`src/common/afe_pkg.sv`:
```
package afe_pkg;
  // APB register byte offsets
  localparam logic [7:0] OFF_SETUP = 8'h00;
  localparam logic [7:0] OFF_INSEL = 8'h04;
  localparam logic [7:0] OFF_STATUS = 8'h08;
  localparam logic [7:0] OFF_RESULT = 8'h0C;
  // analog_setup_register fields
  localparam int BURN_LSB = 0;
  localparam int GAIN_LSB = 2;
  localparam int AZ_BIT = 5;
  localparam int KIND_LSB = 6;
  localparam int START_BIT = 8;
  localparam logic [8:0] SETUP_RST = 9'h004;
  localparam logic [7:0] INSEL_RST = 8'h01;
  // Temperature diode pair code and its nibbles
  localparam logic [7:0] TEMP_PAIR = 8'hDE;
  localparam logic [3:0] DIODE_P = 4'hD;
  localparam logic [3:0] DIODE_M = 4'hE;
  // Conversion kinds
  localparam logic [1:0] KIND_ONESHOT = 2'h2;
  localparam logic [1:0] KIND_CONT = 2'h3;
  // Gain codes; analog codes index 0.333,1,2,4,8,16
  localparam logic [2:0] GAIN_MAX_ANALOG = 3'h5;
  localparam logic [2:0] GAIN_X32 = 3'h6;
  localparam logic [2:0] GAIN_X64 = 3'h7;
  localparam logic [1:0] SHIFT_X1 = 2'h0;
  localparam logic [1:0] SHIFT_X2 = 2'h1;
  localparam logic [1:0] SHIFT_X4 = 2'h2;
  localparam logic [1:0] BURN_OFF = 2'h0;
  // Filter output carries two fraction bits below the 16-bit code
  localparam int RAW_W = 18;
  localparam int FRAC_W = 2;
  localparam int RES_W = 16;
  typedef enum logic {ST_IDLE, ST_CONV} conv_state_t;
endpackage

```
`src/verilog/digital_gain_shift.sv`:
```
`timescale 1ns/1ps
module digital_gain_shift
  import afe_pkg::*;
(
  input wire logic signed [afe_pkg::RAW_W-1:0] raw,
  input wire logic [1:0] shift,
  output logic signed [afe_pkg::RES_W-1:0] code
);
  localparam int EXT_W = RAW_W + 3;
  localparam logic signed [EXT_W-1:0] HALF_LSB = EXT_W'(1 <<< (FRAC_W - 1));
  localparam logic signed [EXT_W-1:0] MAX_CODE = EXT_W'(32767);
  localparam logic signed [EXT_W-1:0] MIN_CODE = -EXT_W'(32768);
  wire logic signed [EXT_W-1:0] ext = EXT_W'(raw);
  // Shift then round half up on the dropped fraction bits
  wire logic signed [EXT_W-1:0] shifted = ext <<< shift;
  wire logic signed [EXT_W-1:0] rounded = (shifted + HALF_LSB) >>> FRAC_W;
  // Saturate instead of wrapping when gain pushes past full scale
  assign code = (rounded > MAX_CODE) ? RES_W'(MAX_CODE) :
                (rounded < MIN_CODE) ? RES_W'(MIN_CODE) : rounded[RES_W-1:0];
endmodule // digital_gain_shift

```
`src/verilog/adc_front_end_control.sv`:
```
// Register access over APB and the placing of the registers were chosen for this implementation.
`timescale 1ns/1ps
// What this block does
// - Burnout select 00 is off; 01, 10, 11 pick 0.9, 3.7, 15 uA.
// - Pair select 0xDE routes P diode to positive, M diode to negative input.
// - Temperature diodes chosen: burnout off, diode bias on, select bits kept.
// - Offset-cancel bit 0 (reset) leaves conversions alone; 1 enables it.
// - Offset cancel: two conversions, second swapped, result is difference halved.
// - Offset cancel doubles conversion time per result; one-shot simply doubles.
// - Offset cancel in continuous: back-to-back one-shots with filter reset between.
// - Gain 000..101 gives analog 0.333,1,2,4,8,16 with digital gain 1.
// - Gain 110, 111 hold analog 16 and add digital gain 2 or 4.
// - Digital gain is a left shift by one or two bits with rounding.
module adc_front_end_control
  import afe_pkg::*;
(
  input wire logic mclk,
  input wire logic srst,
  input wire logic psel,
  input wire logic penable,
  input wire logic pwrite,
  input wire logic [7:0] paddr,
  input wire logic [31:0] pwdata,
  output logic [31:0] prdata,
  output logic pready,
  output logic pslverr,
  input wire logic scan_temp_active,
  input wire logic conv_done,
  input wire logic signed [afe_pkg::RAW_W-1:0] conv_raw,
  output logic conv_start,
  output logic filter_reset,
  output logic swap_inputs,
  output logic [3:0] vin_pos_sel,
  output logic [3:0] vin_neg_sel,
  output logic [1:0] burnout_sel,
  output logic diode_bias_en,
  output logic [2:0] analog_gain,
  output logic [1:0] digital_shift,
  output logic result_valid,
  output logic [15:0] result_word
);
  conv_state_t state_r;
  logic [8:0] setup_r;
  logic [7:0] insel_r;
  logic [2:0] gain_lat_r;
  logic az_lat_r;
  logic [1:0] burn_lat_r;
  logic phase_r;
  logic signed [RES_W-1:0] first_r;
  logic conv_start_r;
  logic filter_reset_r;
  logic swap_r;
  logic result_valid_r;
  logic [RES_W-1:0] result_r;

  // APB decode; zero wait states, unmapped offsets answer with an error
  wire logic acc = psel && penable;
  wire logic hit_setup = paddr == OFF_SETUP;
  wire logic hit_insel = paddr == OFF_INSEL;
  wire logic hit_status = paddr == OFF_STATUS;
  wire logic hit_result = paddr == OFF_RESULT;
  wire logic mapped = hit_setup || hit_insel || hit_status || hit_result;
  wire logic wr_setup = acc && pwrite && hit_setup;
  wire logic wr_insel = acc && pwrite && hit_insel;
  wire logic start_req = wr_setup && pwdata[START_BIT];
  assign pready = 1'b1;
  assign pslverr = acc && !mapped;

  // Settings written together with the start bit must be the ones latched
  wire logic [8:0] setup_cur = wr_setup ? {1'b0, pwdata[7:0]} : setup_r;
  wire logic [1:0] burn_cfg = setup_cur[BURN_LSB +: 2];
  wire logic [2:0] gain_cfg = setup_cur[GAIN_LSB +: 3];
  wire logic az_cfg = setup_cur[AZ_BIT];
  wire logic [1:0] kind_cfg = setup_cur[KIND_LSB +: 2];
  wire logic cont_mode = kind_cfg == KIND_CONT;

  // Diode selection acts at once, independent of any conversion
  wire logic temp_sel = (insel_r == TEMP_PAIR) || scan_temp_active;
  wire logic [31:0] status_word = {26'h0, swap_r, phase_r, az_lat_r, temp_sel,
                                   result_valid_r, state_r == ST_CONV};
  assign prdata = !acc || pwrite ? 32'h0 :
                  hit_setup ? {23'h0, 1'b0, setup_r[7:0]} :
                  hit_insel ? {24'h0, insel_r} :
                  hit_status ? status_word :
                  hit_result ? {16'h0, result_r} : 32'h0;

  // Gain split: analog saturates at 16x, the rest is a digital shift
  assign analog_gain = (gain_lat_r > GAIN_MAX_ANALOG) ? GAIN_MAX_ANALOG : gain_lat_r;
  assign digital_shift = (gain_lat_r == GAIN_X64) ? SHIFT_X4 :
                         (gain_lat_r == GAIN_X32) ? SHIFT_X2 : SHIFT_X1;

  // Stored select bits are untouched; only the driven code is forced off
  assign burnout_sel = temp_sel ? BURN_OFF : burn_lat_r;
  assign diode_bias_en = temp_sel;
  // Nibbles go straight through, so 0xDE lands P on positive and M on negative
  assign vin_pos_sel = swap_r ? insel_r[3:0] : insel_r[7:4];
  assign vin_neg_sel = swap_r ? insel_r[7:4] : insel_r[3:0];

  logic signed [RES_W-1:0] gained;
  digital_gain_shift i_digital_gain_shift (
    .raw(conv_raw),
    .shift(digital_shift),
    .code(gained)
  );

  wire logic signed [RES_W:0] diff = {first_r[RES_W-1], first_r} - {gained[RES_W-1], gained};
  wire logic [RES_W-1:0] half_diff = diff[RES_W:1];
  wire logic go_idle = start_req || cont_mode;
  wire logic in_conv = state_r == ST_CONV;
  wire logic need_second = in_conv && conv_done && az_lat_r && !phase_r;
  wire logic finish = in_conv && conv_done && !need_second;
  wire logic again = finish && cont_mode;
  // Settings are re-sampled whenever a fresh conversion starts
  wire logic relatch = (state_r == ST_IDLE && go_idle) || again;

  assign conv_start = conv_start_r;
  assign filter_reset = filter_reset_r;
  assign swap_inputs = swap_r;
  assign result_valid = result_valid_r;
  assign result_word = result_r;

  always_ff @(posedge mclk) begin
    if (srst) begin
      setup_r <= SETUP_RST;
      insel_r <= INSEL_RST;
    end else begin
      if (wr_setup) begin
        setup_r <= {1'b0, pwdata[7:0]};
      end
      if (wr_insel) begin
        insel_r <= pwdata[7:0];
      end
    end
  end

  always_ff @(posedge mclk) begin
    if (srst) begin
      gain_lat_r <= SETUP_RST[GAIN_LSB +: 3];
      az_lat_r <= SETUP_RST[AZ_BIT];
      burn_lat_r <= BURN_OFF;
    end else if (relatch) begin
      gain_lat_r <= gain_cfg;
      az_lat_r <= az_cfg;
      burn_lat_r <= burn_cfg;
    end
  end

  always_ff @(posedge mclk) begin
    if (srst) begin
      state_r <= ST_IDLE;
      phase_r <= 1'b0;
      swap_r <= 1'b0;
      conv_start_r <= 1'b0;
      filter_reset_r <= 1'b0;
    end else begin
      conv_start_r <= 1'b0;
      filter_reset_r <= 1'b0;
      unique case (state_r)
        ST_IDLE: begin
          if (go_idle) begin
            state_r <= ST_CONV;
            conv_start_r <= 1'b1;
            filter_reset_r <= 1'b1;
            phase_r <= 1'b0;
            swap_r <= 1'b0;
          end
        end
        ST_CONV: begin
          if (need_second) begin
            // Second half with inputs swapped, filter restarted clean
            phase_r <= 1'b1;
            swap_r <= 1'b1;
            conv_start_r <= 1'b1;
            filter_reset_r <= 1'b1;
          end else if (finish) begin
            phase_r <= 1'b0;
            swap_r <= 1'b0;
            if (cont_mode) begin
              // Plain continuous keeps the filter running; offset cancel restarts it
              conv_start_r <= az_cfg;
              filter_reset_r <= az_cfg;
            end else begin
              state_r <= ST_IDLE;
            end
          end
        end
      endcase
    end
  end

  always_ff @(posedge mclk) begin
    if (srst) begin
      first_r <= '0;
      result_r <= '0;
      result_valid_r <= 1'b0;
    end else begin
      result_valid_r <= finish;
      if (need_second) begin
        first_r <= gained;
      end
      if (finish) begin
        result_r <= az_lat_r ? half_diff : gained;
      end
    end
  end

  property p_temp_burnout;
    @(posedge mclk) disable iff (srst)
      temp_sel |-> (burnout_sel == BURN_OFF) && diode_bias_en;
  endproperty
  a_temp_burnout: assert property (p_temp_burnout)
    else $error("burnout active while temperature diodes selected");

  property p_diode_route;
    @(posedge mclk) disable iff (srst)
      (insel_r == TEMP_PAIR && !swap_r) |-> vin_pos_sel == DIODE_P && vin_neg_sel == DIODE_M;
  endproperty
  a_diode_route: assert property (p_diode_route)
    else $error("diode pair not routed P to positive");

  property p_burn_sample;
    @(posedge mclk) disable iff (srst)
      (relatch && !temp_sel) ##1 !temp_sel |-> burnout_sel == $past(burn_cfg);
  endproperty
  a_burn_sample: assert property (p_burn_sample)
    else $error("burnout code not taken from setting at start");

  property p_gain_low;
    @(posedge mclk) disable iff (srst)
      relatch && gain_cfg <= GAIN_MAX_ANALOG |=> analog_gain == $past(gain_cfg)
        && digital_shift == SHIFT_X1;
  endproperty
  a_gain_low: assert property (p_gain_low)
    else $error("low gain code decoded wrongly");

  property p_gain_high;
    @(posedge mclk) disable iff (srst)
      relatch && gain_cfg > GAIN_MAX_ANALOG |=> analog_gain == GAIN_MAX_ANALOG
        && digital_shift == ((gain_cfg == GAIN_X64) ? SHIFT_X4 : SHIFT_X2);
  endproperty
  a_gain_high: assert property (p_gain_high)
    else $error("high gain code decoded wrongly");

  property p_az_second;
    @(posedge mclk) disable iff (srst)
      need_second |=> conv_start && filter_reset && swap_inputs && phase_r;
  endproperty
  a_az_second: assert property (p_az_second)
    else $error("second swapped conversion not launched");

  property p_az_result;
    @(posedge mclk) disable iff (srst)
      finish && az_lat_r |=> result_valid && result_word == $past(half_diff)
        && $past(phase_r) && !swap_inputs;
  endproperty
  a_az_result: assert property (p_az_result)
    else $error("offset-cancel result is not half the difference");

  property p_plain_result;
    @(posedge mclk) disable iff (srst)
      finish && !az_lat_r |=> result_valid && result_word == $past(gained)
        && !swap_inputs;
  endproperty
  a_plain_result: assert property (p_plain_result)
    else $error("plain conversion result altered");

  property p_cont_az_reset;
    @(posedge mclk) disable iff (srst)
      finish && cont_mode && az_cfg |=> filter_reset && conv_start && in_conv;
  endproperty
  a_cont_az_reset: assert property (p_cont_az_reset)
    else $error("continuous offset cancel lacks filter reset");

  property p_hold_settings;
    @(posedge mclk) disable iff (srst)
      in_conv && !conv_done |=> $stable(gain_lat_r) && $stable(az_lat_r)
        && $stable(burn_lat_r);
  endproperty
  a_hold_settings: assert property (p_hold_settings)
    else $error("settings changed mid conversion");

  property p_shift_round;
    @(posedge mclk) disable iff (srst)
      digital_shift == SHIFT_X2 && conv_raw == 18'sh00006 |-> gained == 16'sh0003;
  endproperty
  a_shift_round: assert property (p_shift_round)
    else $error("digital gain shift or rounding wrong");
endmodule // adc_front_end_control

```
`config.mk`:
```
export PLATFORM = sky130hd
export DESIGN_NAME = adc_front_end_control
export DESIGN_NICKNAME = d
export VERILOG_FILES = /design/src/common/afe_pkg.sv /design/src/verilog/digital_gain_shift.sv /design/src/verilog/adc_front_end_control.sv
export SDC_FILE = /design/constraint.sdc
export NUM_CORES = 1
export LEC_CHECK = 0
export ABC_AREA = 0
export BUFFER_PORTS_ARGS = -buffer_cell sky130_fd_sc_hd__clkbuf_2
export CAP_MARGIN = 0
export CORE_AREA = 2 2 100 102
export DETAILED_ROUTE_END_ITERATION = 8
export DIE_AREA = 0 0 102 104
export PLACE_DENSITY = 0.82
export SETUP_SLACK_MARGIN = 0.4
export SYNTH_ARGS = -nofsm -noshare
export SYNTH_HDL_FRONTEND = slang
export SYNTH_HIERARCHICAL = 1
export SYNTH_SLANG_ARGS = --single-unit
```
`constraint.sdc`:
```
create_clock -name mclk -period 5.45 [get_ports mclk]
set_input_delay 0.8175 -clock mclk [delete_from_list [all_inputs] [get_ports mclk]]
set_output_delay 0.8175 -clock mclk [all_outputs]
set_load 0.02 [all_outputs]
```
* Yosys cells after proc, flatten, opt, wreduce, memory -nomap -nowiden *
Index checks and enable logic that the tools add are counted.

word-level totals
  bits in registers = 58
  bits of input ports = 65
  word-level logic and storage cells = 80

operators by class
  $add $sub $neg = 2
  $lt $le $gt $ge = 3
  equal/unequal tests = 9
  shift operators = 1
  multiplexer cells = 28
  bitwise logic cells = 1
  reduce and logical (&&, ||, !) cells = 25

operators with widths
  kind                                                             number
  2-to-1 mux 16 bit                                                8
  adder 21 x 3 -> 21 bit, second input constant                    1
  <<< shifter 18 x 2 -> 21 bit                                     1
  greater-than comparator 19 x 16 -> 1 bit, second input constant  1
  < comparator 19 x 16 -> 1 bit, second input constant             1
  subtractor 16 x 16 -> 17 bit                                     1
  equality test 8 x 4 -> 1 bit, second input constant              2
  logical AND 1 bit                                                12
  2-to-1 mux 1 bit                                                 11
  equality test 8 x 3 -> 1 bit, second input constant              1
  equality test 8 bit, second input constant                       1
  logical NOT 8 bit                                                1
  2-to-1 mux 4 bit                                                 2
  2-to-1 mux 8 bit                                                 1
  logical OR 1 bit                                                 7
  equality test 3 bit, second input constant                       2
  one-hot mux 1 bit (2 select lines)                               3
  logical NOT 1 bit                                                4
  2-to-1 mux 2 bit                                                 2
  greater-than comparator 3 bit, second input constant             1
  2-to-1 mux 3 bit                                                 1
  inequality test 3 x 1 -> 1 bit, second input constant            1
  equality test 2 bit, second input constant                       1
  inequality test 2 bit, second input constant                     1
  2 further kinds                                                  2

* Longest topological paths before layout *
  depth after elaboration = 10
  gate-level depth with buffers = 24
  depth with buffers taken out = 20

* By module *
Netlist, hierarchy kept.

modules (own cells, without submodules)
  module                 times used  cells an instance  area an instance (sq um)
  adc_front_end_control  1           469                3773.6
  digital_gain_shift     1           163                1207.4

* Least setup slack after synthesis *
Ideal clock, no wire load.

  path type = reg-to-reg
  from = register gain_lat_r[2]
  to = register result_r[10] (netlist: result_word[10])
  library setup time = 0.103 ns
  arrival time = 4.843 ns
  required time = 5.347 ns
  path slack = 0.503 ns
  cell stages (with the launch flop) = 25
  clock period less this slack = 4.947 ns
  path through = dfxtp_1 nand2_1 nor2_1 buf_4 buf_1 clkbuf_1 mux2i_1 nor2_1 ha_1 inv_1 a2111oi_4 nand3_2 and4bb_1 xor2_2 a31oi_4 buf_6 a21oi_1 inv_1 ha_1 nand2_1 o21ai_1 a41oi_4 o31ai_2 xnor2_1 a2111oi_2

between the ends
  word-level cells in the longest chain between the ends = 10
  elaborated cells between the ends (all ways) = 12
  those cells by class = add/sub: 2; order compare: 2; eq/ne: 2; shift: 1; mux: 5

ends and longest elaborated chain
  element                         RTL line                      source
  start, declared                 adc_front_end_control.sv:45   logic [2:0] gain_lat_r;
  start signal, assigned          adc_front_end_control.sv:138  gain_lat_r <= SETUP_RST[GAIN_LSB +: 3];
  start signal, assigned          adc_front_end_control.sv:142  gain_lat_r <= gain_cfg;
  equality test 3 bit             adc_front_end_control.sv:90   (gain_lat_r == GAIN_X32) ? SHIFT_X2 : SHIFT_X1;
  2-to-1 mux 1 bit                adc_front_end_control.sv:90
  2-to-1 mux 2 bit *              adc_front_end_control.sv:89   assign digital_shift = (gain_lat_r == GAIN_X64) ? SHIFT_X4 :
  net digital_shift[0]            adc_front_end_control.sv:38   output logic [1:0] digital_shift,
  <<< shifter 18 x 2 -> 21 bit *  digital_gain_shift.sv:15      wire logic signed [EXT_W-1:0] shifted = ext <<< shift;
  adder 21 x 3 -> 21 bit *        digital_gain_shift.sv:16      wire logic signed [EXT_W-1:0] rounded = (shifted + HALF_LSB) >>> FRAC_W;
  < comparator 19 x 16 -> 1 bit   digital_gain_shift.sv:19      (rounded < MIN_CODE) ? RES_W'(MIN_CODE) : rounded[RES_W-1:0];
  2-to-1 mux 16 bit               digital_gain_shift.sv:19
  2-to-1 mux 16 bit *             digital_gain_shift.sv:18      assign code = (rounded > MAX_CODE) ? RES_W'(MAX_CODE) :
  net gained[6]                   adc_front_end_control.sv:99   logic signed [RES_W-1:0] gained;
  subtractor 16 x 16 -> 17 bit *  adc_front_end_control.sv:106  wire logic signed [RES_W:0] diff = {first_r[RES_W-1], first_r} - {gained[RES_W-1], gained};
  2-to-1 mux 16 bit *             adc_front_end_control.sv:202  result_r <= az_lat_r ? half_diff : gained;
  end signal, assigned            adc_front_end_control.sv:202
  end, declared                   adc_front_end_control.sv:54   logic [RES_W-1:0] result_r;

Mark *: on every way through the listed nets, which the timed path passes. The rest lies on a longest branch.
A chain may end at the register's enable or synchronous reset.

* Worst setup path after layout *
  from = register gain_lat_r[2]
  to = register result_r[13] (netlist: result_word[13])

between the ends
  word-level cells in the longest chain between the ends = 10
  elaborated cells between the ends (all ways) = 12
  those cells by class = add/sub: 2; order compare: 2; eq/ne: 2; shift: 1; mux: 5

ends and longest elaborated chain
  element                         RTL line
  equality test 3 bit             adc_front_end_control.sv:90
  2-to-1 mux 1 bit                adc_front_end_control.sv:90
  2-to-1 mux 2 bit *              adc_front_end_control.sv:89
  <<< shifter 18 x 2 -> 21 bit *  digital_gain_shift.sv:15
  adder 21 x 3 -> 21 bit *        digital_gain_shift.sv:16
  < comparator 19 x 16 -> 1 bit   digital_gain_shift.sv:19
  2-to-1 mux 16 bit               digital_gain_shift.sv:19
  2-to-1 mux 16 bit *             digital_gain_shift.sv:18
  net gained[9]                   adc_front_end_control.sv:99
  subtractor 16 x 16 -> 17 bit *  adc_front_end_control.sv:106
  2-to-1 mux 16 bit *             adc_front_end_control.sv:202

Marks and branches as above.

==> results by group <==
Worst setup path
  • Setup crit start kind: register
  • Worst path bufs/invs: 3
  • Max incr delay on CP: 0.41 ns
  • Slowest cell on crit path: ha_1
  • Crit path cell chain: nand2_1 > nor2_4 > mux2i_1 > nor2_1 > ha_1 > inv_1 > a2111oi_4 > nand3_2 > and4bb_2 > a2bb2oi_1 > o21ai_4 > buf_4 > a21oi_1 > inv_1 > ha_1 > a21oi_2 > nor2b_1 > a221o_1 > a41oi_1 > xor2_1 > o22ai_1
  • Crit end category: register
  • Worst-path maximum fanout: 9
  • R2r setup slk: 0.74 ns
  • Worst path arrival time: 4.91 ns
  • Reg2Reg Depth: 21
  • Worst endpoint required time: ~5.7 ns
  • Cell family with most CP delay: compound AO/OA/AOI/OAI gates
  • RR Endpoint: result_word[13]
  • Reg2reg start: gain_lat_r[2]
  • Setup CP Type: register to register

Global route
  • GRT Util Overall: 23.6%
  • Total global routing overflow: 0
  • Global-route wire length before repair: around 20000 um
  • Initial antenna violation count: 0
  • Number of global-route vias before repair: around 4.4k
  • Largest net degree at the start of global routing: 60

Timing
  • Achievable frequency: around 210 MHz
  • Worst Max-Slew Pin Slew: around 1.2 ns
  • Worst slew margin: about a fifth
  • Final setup viols: 0
  • Final Hold Viols: 0
  • Slew Limit Fails: 0
  • Setup TNS: 0 ns
  • Setup repair after global routing missed its margin: false
  • Fin Clk Skew: ~0.0067 ns
  • Final WS setup: ~0.74 ns
  • Minimum clock period: roughly 4.7 ns
  • Crit share post-route: between 80% and 90%

Flow run
  • Max_cap viols: 0

Synth
  • Yosys top cell by area: dfxtp_1
  • Synth Warn #: 6
  • Flops & latches, synth: 58
  • Cell area after synthesis: around 5000 um^2
  • Top post-synthesis cells by area: dfxtp_1 (23%), mux2i_1 (7.4%), nand2_1 (5.7%)
  • Synth top area share: a little under a quarter
  • Netlist cell types: slightly below 80
  • Post-synth top flop: dfxtp_1
  • Seq/Total Area, Yosys: 23.3%
  • EDFF count, synth: 0
  • Synth async-reset ratio: 0%
  • Mean Syn Cell Area: about 7.9 um^2
  • Post-synthesis cell count: roughly 630

Power
  • Clock Power Share: between 40% and 50%
  • Flop pwr share: a little over two fifths
  • NetSw: between 200 and 300 uW
  • Lkg Pwr: about 2.4 nW
  • Pwr per Cell Area: about 180 nW/um^2
  • Cell Int Power: about 750 uW
  • Max IR drop VDD: between 0.1 and 0.15 mV
  • Comb power frac: between 15 and 20%
  • Switching Fraction: between 20% and 30%

Clock tree
  • Clk sinks: between 50 and 60
  • Num CTS Buffers: 9
  • H-Tree Depth: 3
  • TritonCTS clock tree: built
  • Worst skew pair latency: 0.34 ns
  • Max Buffers Root-to-Sink: 2
  • Clock Tree Root: clkbuf_8
  • CTS Hold Buffers Added: 0
  • Reg clk slew, reported paths: 0.06 ns

Final layout
  • Layout cell share with drive strength beyond 1: 24.6%
  • Commonest non-fill, non-tap cell in the layout: clkbuf_2
  • Commonest non-fill, non-tap cells in the layout: clkbuf_2 (94), nand2_1 (75), nor2_1 (62), dfxtp_1 (58), a21oi_1 (52)
  • # nets final: about 790
  • Diodes inserted: 0
  • Cell area after layout: around 5700 um^2
  • Fillcell total: 866
  • Core Util, Final: just under 60%
  • Area Growth Syn to Fin: 13.8%

Hold path
  • Hold Crit Endpoint: first_r[4]
  • Hold path startpoint: first_r[4]
  • Hold depth: 2
  • HP Class: register to register

Routing
  • WL per Instance: around 15 um
  • DR pass1 iterations: 5
  • Routed Wire Length: about 12000 um
  • Via count: 4629
  • Avg Vias per Cell: approximately 5.5
  • DRC: 0
  • Post-DRT Antenna Nets: 0
  • Initial DRC Count: about 190

Die
  • Core Box Area: around 9500 um^2
  • Top Ports: approximately 140
  • Die area: ~11000 um^2
  • Chip height: 104 um
  • Die X: around 100 um
  • Row cnt: 36
  • Starting Density: between 50% and 60%

Placed design
  • Post-place setup slack: 0.492 ns
  • IO buf count: 94
  • Post-DP Area: 5380 um^2
  • Post-DP HPWL: between 9000 and 10000 um
  • Final GP Congestion: 0.925

Run status
  • Status: finished, final reports clean
-- power by group through the flow --
stage / Combinational [mW] / Clock, mW / Sequential, mW
floorplan: 0.127 / 0 / 0.434
global placement: 0.157 / 0 / 0.434
detailed placement: 0.161 / 0 / 0.434
CTS: 0.162 / 0.435 / 0.424
global route: 0.184 / 0.459 / 0.424
finish: 0.166 / 0.428 / 0.424
-- what timing repair did --
action,CTS,global route
buffers inserted,0,2
resized for setup,0,12
setup endpoints to repair,0,11
-- kinds of logic after synthesis --
family / share of synthesized area [%]
compound gates: 21.1
xor+xnor: 4.90
fa+ha+maj: 4.42
buf+inv: 8.84
flops: 23.3
mux: 13.2
other cells: 0.151
simple gates: 24.1
-- tightest hold or removal path, stage by stage (launching register included) --
cell	delay, ns
dfxtp_1	0.31
nand2_1	0.05
a21oi_1	0.05
-- area by class of cell --
class / instances / area [um^2] / share of cell area, %
clock buffers: 15 / 186 / 3.29
clock inverters: 1 / 30.0 / 0.530
inverters: 25 / 93.8 / 1.66
multi-input cells: 512 / 3480 / 61.4
flip-flops and latches: 58 / 1160 / 20.5
well taps: 133 / 166 / 2.94
repair buffers: 103 / 551 / 9.71
-- metrics by stage --
step | total power [mW] | cells | hold WS (ns)
5_1_grt | 1.07 | 847 | 0.484
3_3_place_gp | 0.590 | 829 | 0.449
4_1_cts | 1.02 | 845 | 0.465
2_1_floorplan | 0.561 | 647 | 0.441
6_report | 1.02 | 847 | 0.462
3_5_place_dp | 0.594 | 829 | 0.454
-- synth_stat cells, types with 3 or more instances --
library cell and n:
xor2_1 10, o21ai_0 29, a21oi_2 3, clkbuf_1 17
and3_1 4, buf_4 22, nor3b_1 6, ha_1 16
nand4b_1 5, nor3_1 12, dfxtp_1 58, or3_1 4
mux4_2 3, xnor2_1 16, o31ai_1 4, o21bai_1 4
a21o_1 5, buf_2 5, a211oi_1 5, nand3_1 12
clkbuf_8 4, a2111oi_0 3, a21oi_1 53, buf_6 3
mux2_2 18, o221ai_1 3, and2_1 14, nand3b_1 5
nand2b_1 9, nand2_1 75, o22ai_1 6, inv_1 25
nor2b_1 7, nor2_1 63, nand4_1 4, a31oi_1 4
mux2i_1 37, o21ai_1 7
-- sequential cells by signal, indices dropped and copies added, names as in the netlist --
name,cells
first_r,16
result_word,16
insel_r,8
setup_r,8
gain_lat_r,3
burn_lat_r,2
az_lat_r,1
filter_reset,1
in_conv,1
result_valid,1
swap_inputs,1
-- per-layer routing --
layer / vias up / wire, um / GRT usage, %
met5: - / 0 / 0
met4: 0 / 211 / 8.38
met3: 16 / 661 / 4.23
met2: 146 / 5920 / 39.5
met1: 2109 / 5610 / 30.2
li1: 2358 / - / -
-- worst max-delay path by stage --
stage / startpoint / end / slack, ns / cells past startpoint
2_1_floorplan: gain_lat_r[2] / result_word[10] / 0.50 / 24
3_3_place_gp: conv_raw[0] / result_word[13] / 0.65 / 20
3_5_place_dp: conv_raw[0] / result_word[13] / 0.49 / 19
4_1_cts: gain_lat_r[2] / result_word[13] / 0.50 / 20
5_1_grt: gain_lat_r[2] / result_word[10] / 0.36 / 21
6_report: gain_lat_r[2] / result_word[13] / 0.74 / 21
(Power assumes the default switching activity.)
